--- src/hdl/diag_rec_pkg.sv ---
// constants, codes and types for the diagnostic event recorder
// assumes one clock at 10 MHz and the recorder instantiating the event ring
// Overview of operation
// - exception codes 04-07 log as 0Eh/64h-67h
// - request aborted by restart logs 1Eh/0Dh
// - failed record read logs 1Eh/0Eh, keeps value
// - failed record write logs 1Eh/0Fh, keeps value
// - byte count outside 1..1024 logs 1Eh/41h
// - events appended to buffer in occurrence order
// - buffer accepts fault, parameter, request, transmission
// - full buffer drops oldest entry for new
// - buffer reads return newest entry first
// - buffer cleared on power loss, reparameterization
// - event identifier is F1C8h, class, number
// - interrupt enable set by parameterization, reset off
// - interrupt only for broken line, parameter error
// - interrupt data presented on backplane bus
// - four bytes: 25,0C,02,00 or 83,0C,00,00
// - exception codes 01-03 log as 0Eh/61h-63h
package diag_rec_pkg;
	localparam logic [15:0] ID_PREFIX = 16'hf1c8;
	localparam logic [7:0] CLASS_MASTER = 8'h0e;
	localparam logic [7:0] CLASS_BACKPLANE = 8'h1e;
	localparam logic [7:0] NUM_EXC_BASE = 8'h60;
	localparam logic [7:0] NUM_ABORT = 8'h0d;
	localparam logic [7:0] NUM_RD_FAIL = 8'h0e;
	localparam logic [7:0] NUM_WR_FAIL = 8'h0f;
	localparam logic [7:0] NUM_LEN_BAD = 8'h41;
	localparam logic [10:0] COUNT_MIN = 11'h001;
	localparam logic [10:0] COUNT_MAX = 11'h400;
	localparam logic [7:0] EXC_FIRST = 8'h01;
	localparam logic [7:0] EXC_LAST = 8'h07;
	localparam logic [31:0] DIAG_WIRE_BREAK = 32'h25_0c_02_00;
	localparam logic [31:0] DIAG_PARAM_ERR = 32'h83_0c_00_00;
	localparam int DEPTH_DEFAULT = 16;
	typedef enum logic [2:0] {
		IRQ_IDLE = 3'b001,
		IRQ_PEND = 3'b010,
		IRQ_DONE = 3'b100
	} irq_state_t;
endpackage

--- src/hdl/diag_ring_if.sv ---
// write/read carrier between the recorder and its event ring
// assumes one clock domain shared by both ends
`timescale 1ns/1ps
interface diag_ring_if;
	logic wr;
	logic [15:0] wr_code;
	logic clr;
	logic rd_start;
	logic rd_next;
	logic [15:0] rd_code;
	logic rd_valid;
	logic [7:0] fill;
	modport owner (output wr, wr_code, clr, rd_start, rd_next, input rd_code, rd_valid, fill);
	modport ring (input wr, wr_code, clr, rd_start, rd_next, output rd_code, rd_valid, fill);
endinterface

--- src/hdl/diag_recorder.sv ---
// diagnostic event recorder: event coding, ring logging, diagnostic interrupt
// assumes event strobes are one-cycle pulses synchronous to SYS_CLK
`timescale 1ns/1ps
module diag_recorder #(
	parameter int DEPTH = diag_rec_pkg::DEPTH_DEFAULT
) (
	input wire logic SYS_CLK,
	input wire logic RST_N,
	input wire logic EXC_REPLY,
	input wire logic [7:0] EXC_CODE,
	input wire logic REQ_ABORT,
	input wire logic RD_FAIL,
	input wire logic WR_FAIL,
	input wire logic [15:0] SERVICE_RETURN_VALUE,
	input wire logic COUNT_CHECK,
	input wire logic [10:0] BYTE_COUNT_PARAMETER,
	input wire logic OTHER_EVENT,
	input wire logic [15:0] OTHER_CODE,
	input wire logic REPARAM,
	input wire logic IRQ_ENABLE_PARAM,
	input wire logic WIRE_BREAK,
	input wire logic PARAM_ERROR,
	input wire logic DIAG_RD,
	input wire logic BUF_RD_START,
	input wire logic BUF_RD_NEXT,
	output logic [31:0] BUF_EVENT_ID,
	output logic BUF_VALID,
	output logic [7:0] BUF_FILL,
	output logic [15:0] SERVICE_ERROR_VARIABLE,
	output logic DIAG_IRQ,
	output logic [7:0] DIAG_DATA,
	output logic GROUP_FAULT_INDICATOR
);
	import diag_rec_pkg::*;
	diag_ring_if ring_bus ();
	logic [15:0] code_d;
	logic log_d;
	logic exc_ok;
	logic count_bad;
	logic irq_en_q;
	irq_state_t irq_q;
	logic [31:0] diag_q;
	logic [1:0] byte_q;
	logic [15:0] ret_q;
	logic [7:0] data_q;
	logic fault_q;

	assign exc_ok = EXC_REPLY && EXC_CODE >= EXC_FIRST && EXC_CODE <= EXC_LAST;
	assign count_bad = COUNT_CHECK && (BYTE_COUNT_PARAMETER < COUNT_MIN || BYTE_COUNT_PARAMETER > COUNT_MAX);

	// one event per cycle; fixed priority when several coincide
	always_comb
	begin
		log_d = 1'b1;
		code_d = OTHER_CODE;
		if (REQ_ABORT)
			code_d = {CLASS_BACKPLANE, NUM_ABORT};
		else if (RD_FAIL)
			code_d = {CLASS_BACKPLANE, NUM_RD_FAIL};
		else if (WR_FAIL)
			code_d = {CLASS_BACKPLANE, NUM_WR_FAIL};
		else if (count_bad)
			code_d = {CLASS_BACKPLANE, NUM_LEN_BAD};
		else if (exc_ok)
			code_d = {CLASS_MASTER, NUM_EXC_BASE + EXC_CODE};
		else if (!OTHER_EVENT)
			log_d = 1'b0;
	end

	assign ring_bus.wr = log_d && !REPARAM;
	assign ring_bus.wr_code = code_d;
	assign ring_bus.clr = REPARAM;
	assign ring_bus.rd_start = BUF_RD_START;
	assign ring_bus.rd_next = BUF_RD_NEXT;

	diag_ring #(
		.DEPTH(DEPTH)
	) u_ring (
		.clk(SYS_CLK),
		.rst_n(RST_N),
		.bus(ring_bus)
	);

	assign BUF_EVENT_ID = {ID_PREFIX, ring_bus.rd_code};
	assign BUF_VALID = ring_bus.rd_valid;
	assign BUF_FILL = ring_bus.fill;

	always_ff @(posedge SYS_CLK or negedge RST_N)
	begin
		if (!RST_N)
			ret_q <= '0;
		else if (RD_FAIL || WR_FAIL)
			ret_q <= SERVICE_RETURN_VALUE;
	end
	assign SERVICE_ERROR_VARIABLE = ret_q;

	always_ff @(posedge SYS_CLK or negedge RST_N)
	begin
		if (!RST_N)
			irq_en_q <= 1'b0;
		else if (REPARAM)
			irq_en_q <= IRQ_ENABLE_PARAM;
	end

	// diagnostic interrupt: latch four bytes, hold request until all are read
	always_ff @(posedge SYS_CLK or negedge RST_N)
	begin
		if (!RST_N)
		begin
			irq_q <= IRQ_IDLE;
			diag_q <= '0;
			byte_q <= '0;
			data_q <= '0;
		end
		else
		begin
			unique case (irq_q)
				IRQ_IDLE:
				begin
					byte_q <= '0;
					if (irq_en_q && (WIRE_BREAK || PARAM_ERROR))
					begin
						diag_q <= WIRE_BREAK ? DIAG_WIRE_BREAK : DIAG_PARAM_ERR;
						data_q <= WIRE_BREAK ? DIAG_WIRE_BREAK[31:24] : DIAG_PARAM_ERR[31:24];
						irq_q <= IRQ_PEND;
					end
				end
				IRQ_PEND:
					if (DIAG_RD)
					begin
						byte_q <= byte_q + 2'd1;
						// shift the latched word so each read exposes the next byte, zero after the last
						diag_q <= {diag_q[23:0], 8'h00};
						data_q <= diag_q[23:16];
						if (byte_q == 2'd3)
							irq_q <= IRQ_DONE;
					end
				IRQ_DONE:
				begin
					data_q <= '0;
					irq_q <= IRQ_IDLE;
				end
			endcase
		end
	end
	assign DIAG_IRQ = (irq_q == IRQ_PEND);
	assign DIAG_DATA = data_q;

	always_ff @(posedge SYS_CLK or negedge RST_N)
	begin
		if (!RST_N)
			fault_q <= 1'b0;
		else if (DIAG_IRQ)
			fault_q <= 1'b1;
		else if (REPARAM)
			fault_q <= 1'b0;
	end
	assign GROUP_FAULT_INDICATOR = fault_q;

	property p_exc;
		@(posedge SYS_CLK) disable iff (!RST_N)
		(EXC_REPLY && EXC_CODE == 8'h04 && !REQ_ABORT && !RD_FAIL && !WR_FAIL && !count_bad && !REPARAM)
			|-> ring_bus.wr && ring_bus.wr_code == 16'h0e64;
	endproperty
	a_exc: assert property (p_exc) else $error("exception 04 not coded 0e64");
	property p_exc_low;
		@(posedge SYS_CLK) disable iff (!RST_N)
		(EXC_REPLY && EXC_CODE == 8'h01 && !REQ_ABORT && !RD_FAIL && !WR_FAIL && !count_bad && !REPARAM)
			|-> ring_bus.wr_code == 16'h0e61;
	endproperty
	a_exc_low: assert property (p_exc_low) else $error("exception 01 not coded 0e61");
	property p_abort;
		@(posedge SYS_CLK) disable iff (!RST_N)
		(REQ_ABORT && !REPARAM) |-> ring_bus.wr && ring_bus.wr_code == 16'h1e0d;
	endproperty
	a_abort: assert property (p_abort) else $error("abort not coded 1e0d");
	property p_rdfail;
		@(posedge SYS_CLK) disable iff (!RST_N)
		(RD_FAIL && !REQ_ABORT) |=> SERVICE_ERROR_VARIABLE == $past(SERVICE_RETURN_VALUE);
	endproperty
	a_rdfail: assert property (p_rdfail) else $error("read return value not kept");
	property p_wrfail;
		@(posedge SYS_CLK) disable iff (!RST_N)
		(WR_FAIL && !REQ_ABORT && !RD_FAIL && !REPARAM) |-> ring_bus.wr_code == 16'h1e0f;
	endproperty
	a_wrfail: assert property (p_wrfail) else $error("write failure not coded 1e0f");
	property p_len;
		@(posedge SYS_CLK) disable iff (!RST_N)
		(COUNT_CHECK && BYTE_COUNT_PARAMETER == 11'h401 && !REQ_ABORT && !RD_FAIL && !WR_FAIL && !REPARAM)
			|-> ring_bus.wr_code == 16'h1e41;
	endproperty
	a_len: assert property (p_len) else $error("count 1025 not flagged");
	property p_noirq;
		@(posedge SYS_CLK) disable iff (!RST_N)
		(irq_q == IRQ_IDLE && !(irq_en_q && (WIRE_BREAK || PARAM_ERROR))) |=> !DIAG_IRQ;
	endproperty
	a_noirq: assert property (p_noirq) else $error("interrupt without cause");
	property p_bytes;
		@(posedge SYS_CLK) disable iff (!RST_N)
		(irq_q == IRQ_IDLE && irq_en_q && WIRE_BREAK) ##1 DIAG_RD |=> DIAG_DATA == 8'h0c;
	endproperty
	a_bytes: assert property (p_bytes) else $error("wire break byte 1 wrong");
	property p_hold;
		@(posedge SYS_CLK) disable iff (!RST_N)
		(DIAG_IRQ && byte_q != 2'd3) |=> DIAG_IRQ;
	endproperty
	a_hold: assert property (p_hold) else $error("interrupt dropped early");
endmodule

--- src/hdl/diag_ring.sv ---
// overwrite-oldest event ring read newest first
// assumes the owner sends at most one write per clock
`timescale 1ns/1ps
module diag_ring #(
	parameter int DEPTH = 16
) (
	input wire logic clk,
	input wire logic rst_n,
	diag_ring_if.ring bus
);
	import diag_rec_pkg::*;
	localparam int AW = $clog2(DEPTH);
	logic [15:0] mem [DEPTH];
	logic [AW-1:0] head_q;
	logic [AW:0] count_q;
	logic [AW-1:0] rp_q;
	logic [AW:0] left_q;
	logic [15:0] rd_code_q;

	always_ff @(posedge clk)
	begin
		if (bus.wr)
			mem[head_q] <= bus.wr_code;
	end

	always_ff @(posedge clk or negedge rst_n)
	begin
		if (!rst_n)
		begin
			head_q <= '0;
			count_q <= '0;
		end
		else if (bus.clr)
		begin
			head_q <= '0;
			count_q <= '0;
		end
		else if (bus.wr)
		begin
			head_q <= (head_q == AW'(DEPTH - 1)) ? '0 : head_q + 1'b1;
			if (count_q != (AW+1)'(DEPTH))
				count_q <= count_q + 1'b1;
		end
	end

	// read cursor walks from the newest entry toward older ones
	always_ff @(posedge clk or negedge rst_n)
	begin
		if (!rst_n)
		begin
			rp_q <= '0;
			left_q <= '0;
			rd_code_q <= '0;
		end
		else if (bus.clr || bus.wr)
			left_q <= '0;
		else if (bus.rd_start && count_q != '0)
		begin
			rp_q <= (head_q == '0) ? AW'(DEPTH - 1) : head_q - 1'b1;
			rd_code_q <= mem[(head_q == '0) ? AW'(DEPTH - 1) : head_q - 1'b1];
			left_q <= count_q;
		end
		else if (bus.rd_next && left_q != '0)
		begin
			rp_q <= (rp_q == '0) ? AW'(DEPTH - 1) : rp_q - 1'b1;
			rd_code_q <= mem[(rp_q == '0) ? AW'(DEPTH - 1) : rp_q - 1'b1];
			left_q <= left_q - 1'b1;
		end
	end

	assign bus.rd_code = rd_code_q;
	assign bus.rd_valid = (left_q != '0);
	assign bus.fill = 8'(count_q);

	property p_wrap;
		@(posedge clk) disable iff (!rst_n)
		(bus.wr && !bus.clr && count_q == (AW+1)'(DEPTH)) |=> count_q == (AW+1)'(DEPTH);
	endproperty
	a_wrap: assert property (p_wrap) else $error("full ring count changed on write");
	property p_newest;
		@(posedge clk) disable iff (!rst_n)
		(bus.wr && !bus.clr) ##1 (bus.rd_start && !bus.wr && !bus.clr) |=> rd_code_q == $past(bus.wr_code, 2);
	endproperty
	a_newest: assert property (p_newest) else $error("first read not newest entry");
	property p_clear;
		@(posedge clk) disable iff (!rst_n)
		bus.clr |=> count_q == '0 && !bus.rd_valid;
	endproperty
	a_clear: assert property (p_clear) else $error("ring not cleared");
endmodule

--- config.mk ---
export PLATFORM = sky130hd
export DESIGN_NAME = diag_recorder
export DESIGN_NICKNAME = d
export VERILOG_FILES = /design/src/hdl/diag_rec_pkg.sv /design/src/hdl/diag_ring_if.sv /design/src/hdl/diag_recorder.sv /design/src/hdl/diag_ring.sv
export SDC_FILE = /design/constraint.sdc
export NUM_CORES = 1
export LEC_CHECK = 0
export ABC_AREA = 1
export BUFFER_PORTS_ARGS = -buffer_cell sky130_fd_sc_hd__buf_4
export CELL_PAD_IN_SITES_DETAIL_PLACEMENT = 1
export CELL_PAD_IN_SITES_GLOBAL_PLACEMENT = 2
export CORE_UTILIZATION = 38
export DETAILED_ROUTE_END_ITERATION = 10
export GPL_ROUTABILITY_DRIVEN = 1
export GPL_TIMING_DRIVEN = 1
export HOLD_SLACK_MARGIN = 0.08
export PLACE_DENSITY = 0.8
export SLEW_MARGIN = 20
export SYNTH_ARGS = -nofsm -noshare
export SYNTH_HDL_FRONTEND = slang
export SYNTH_SLANG_ARGS = --single-unit
--- constraint.sdc ---
create_clock -name SYS_CLK -period 4.55 [get_ports SYS_CLK]
set_clock_uncertainty 0.05 [all_clocks]
set_input_delay 0.455 -clock SYS_CLK [delete_from_list [all_inputs] [get_ports SYS_CLK]]
set_output_delay 0.455 -clock SYS_CLK [all_outputs]
set_load 0.02 [all_outputs]
==> summary.md <==
| Metric | Value |
|---|---|
| Status | finished clean |
| DRT antenna net count | 0 |
| Ys Warns | 0 |
| Layout cells sized above 1 | 14.43% |
| Multi-input gate area | 0.006589 mm2 |
| Largest family of logic cells by synthesized area | simple AND/OR/NAND/NOR gates |
| Initial antenna violation count | 1 |
| DP HPWL | 38.19 mm |
| Worst VDD drop | 278.2 uV |
| Final core utilization | between 40 and 50% |
| R2R Path Start | u_ring.rp_q[0] |
| Critical Path RT | 4.94 ns |
| Clock buffer depth | 3 |
| P per Cell Area | 469.0 mW/mm2 |
| Post-cts hold buffer count | 17 |
| RR Endpoint | u_ring.bus.rd_code[3] |
| Worst hold slack | 0.1069 ns |
| CTS H-tree lvls | 2 |
| Tcrit/Tclk final | 71.87% |
| I/O Buffers | 111 |
| # IOs | 133 |
| Main synth FF type | edfxtp_1 |
| Most frequent cell after synthesis | nand3_1 |
| Worst Reg-to-Reg Cells | 12 |
| Max frequency | 305.8 MHz |
| Pin count of the biggest net entering global routing | 89 |
| Final hold vios | 0 |
| Top cells by area, synth | edfxtp_1, nand3_1, dfrtp_1, nand2_1, inv_1 |
| Top cells by count, synth | nand3_1, nand2_1, inv_1 |
| Crit path to | u_ring.bus.rd_code[3] |
| Final Power | 9671 uW |
| Final setup fails | 0 |
| Starting Density | 38.74% |
| Number of detailed-route iterations in the first pass | 5 |
| Number of enable flip-flop cells after synthesis | 256 |
| Relative slew slack | 25.76% |
| Minimum clock period | 3.270 ns |
| Post-synth cell types | 36 |
| Routed vias/inst | between 5 and 6 |
| Sequential element share of the synthesized area | 52.90% |
| Clock sink count | between 300 and 400 |
| Routed Wire Length | approximately 65 mm |
| Setup crit start | u_ring.rp_q[0] |
| Slew Viols, Final | 0 |
| Clock Latency Late Sink | approximately 0.57 ns |
| R2R setup slack | 1.28 ns |
| Critical Path Fanout Max | 59 |
| Post-Synth XOR/XNOR Area | less than 1% |
| Post-Syn Instances | 2,052 |
| Crit Path Class | reg -> reg |
| Synth Area in Adders | 0.9212% |
| Multiplexer area fraction after synthesis | 1.134% |
| M1 WL | around 28 mm |
| CTS Root Cell | clkbuf_16 |
| Sequential cell area | 0.009345 mm2 |
| Met2 wire length | 31.78 mm |
| Vias in the first global route | between 15k and 20k |
| Core area | 0.04558 mm2 |
| Slew @ Worst Pin | 1.109 ns |
| Crit path DAT | 3.66 ns |
| Via Count | ~15k |
| Worst min path class | in -> reg |
| Pleak | 0.009088 uW |
| Fill count | 5,286 |
| Yosys top cell by area | edfxtp_1 |
| Fin cells | 2,776 |
| Final nets | 2,223 |
| DRC viols | 0 |
| Max-Cap Viols | 0 |
| Global route total overflow | 0 |
| Global-route usage over all layers | 28.01% |
| Global-route wire length before repair | between 90 and 100 mm |
| Inserted Clock Buffers | 40 |
| N_diodes | 0 |
| Clock transition at path regs | ~0.060 ns |
| RSZ-0062 raised after global routing | no |
| Crit path capture type | flip-flop |
| Routed length on met3 | 4.368 mm |
| Synth Area in Compound Gates | roughly 3.3% |
| Asr flop ratio synth | a little over 20% |
| Post-CTS resize count | 0 |
| Highest Signal Layer | met4 |
| Die width | approximately 220 um |
| Chip Height | 217.6 um |
| DR iter-0 viols | 1,102 |
| Post-CTS Setup Inserts | 0 |
| Syn_area_per_cell | 8.605 um2 |
| Mapped Area | between 0.015 and 0.02 mm2 |
| Hold Path Origin | WIRE_BREAK |
| Drt wl/cell | 23.56 um |
| Startpoint types | flip-flop |
| Synth Area in Simple Gates | 30.53% |
| Row count | 78 |
| GPL Wtd Cong | ~0.82 |
| Synth top area share | between 40% and 50% |
| Placed cell count | 2,685 |
| Die Area | 0.04733 mm2 |
| Seq cells post-synth | 322 |
| CTS tree | done |
| Area grow syn2layout | 16.79% |
| Setup TNS | 0 ns |
-- cells in the final DEF (no fill, tap or decap), drive strengths merged --
cell         netlist  routed
xnor2              4       4
buf              111     169
bufinv             0       4
nor4               2       2
nand2            417     417
mux2              16      16
dfstp              1       1
inv              276     277
dlygate4sd3        0      17
nand4              2       2
ha                13      13
clkinvlp           0       2
dfrtp             65      65
nor2              49      49
conb               2      21
mux2i              2       2
o21ai             71      71
clkinv             2      14
nand3            627     627
edfxtp           256     256
a21oi             30      30
nand3b            30      30
clkbuf            44      55
nor3              11      11
o211ai             9       9
o22ai              1       1
xor2               5       5
or2                6       6
-- flip-flops by register name, indices dropped and copies added (netlist names) --
register                count
irq_en_q                    1
u_ring.mem                256
SERVICE_ERROR_VARIABLE     16
u_ring.left_q               5
u_ring.rp_q                 4
GROUP_FAULT_INDICATOR       1
byte_q                      2
irq_q                       3
u_ring.head_q               4
DIAG_DATA                   6
diag_q                      3
u_ring.count_q              5
u_ring.bus.rd_code         16
-- routing by layer --
| metal | track usage [%] | vias up |
|---|---|---|
| li1 | - | 7019 |
| met1 | 35.83 | 7737 |
| met2 | 47.89 | 560 |
| met3 | 5.160 | 111 |
| met4 | 8.404 | 0 |
| met5 | 0 | - |
-- worst max-delay path, stage by stage, from the launching register on --
cell	delay (ns)
dfrtp_2	0.40
inv_2	0.52
ha_2	0.32
nand2_2	0.10
nand2_4	0.44
buf_12	0.36
nand2_1	0.13
nand3_1	0.12
nand3_1	0.10
nand3_1	0.14
nand3_1	0.09
nand3_1	0.16
nand2_1	0.09
-- final cells by class --
class	instances	area share, %
timing repair buffer	186	7.281
clock buffer	55	5.770
tap	600	3.640
sequential	322	45.32
clock inverter	19	0.9768
multi-input combinational	1316	31.95
inverter	278	5.066
-- worst min path at each step --
stage	end	slack, ns	cells past startpoint
after detailed placement	diag_q[18]	0.42	2
after global placement	diag_q[18]	0.41	2
after floorplan	DIAG_DATA[0]	0.11	0
after CTS	DIAG_DATA[5]	0.08	3
after global routing	diag_q[17]	0.13	3
final	DIAG_DATA[5]	0.11	3
-- cells by family after synthesis --
logic type / after synthesis
muxes: 18
and+or+nand+nor: 1144
DFF: 322
other: 2
AOI/OAI and AO/OA: 111
buffers and inverters: 433
adders and majority gates: 13
xor gates and xnor gates: 9
-- per-stage QoR --
step | instance area, um2 | worst slack, ns
CTS | 20620 | 1.355
finish | 20620 | 1.280
global placement | 19060 | 1.530
floorplan | 17730 | 1.159
global route | 20620 | 1.131
detailed placement | 19060 | 1.464
-- report_power, final --
part	internal [uW]	switching [uW]	leakage, uW
clock	2060	1330	0.000684
combinational	860	2040	0.00519
sequential	3300	89.9	0.00321
total	6210	3460	0.00909
Power figures use the tool's default switching activity.
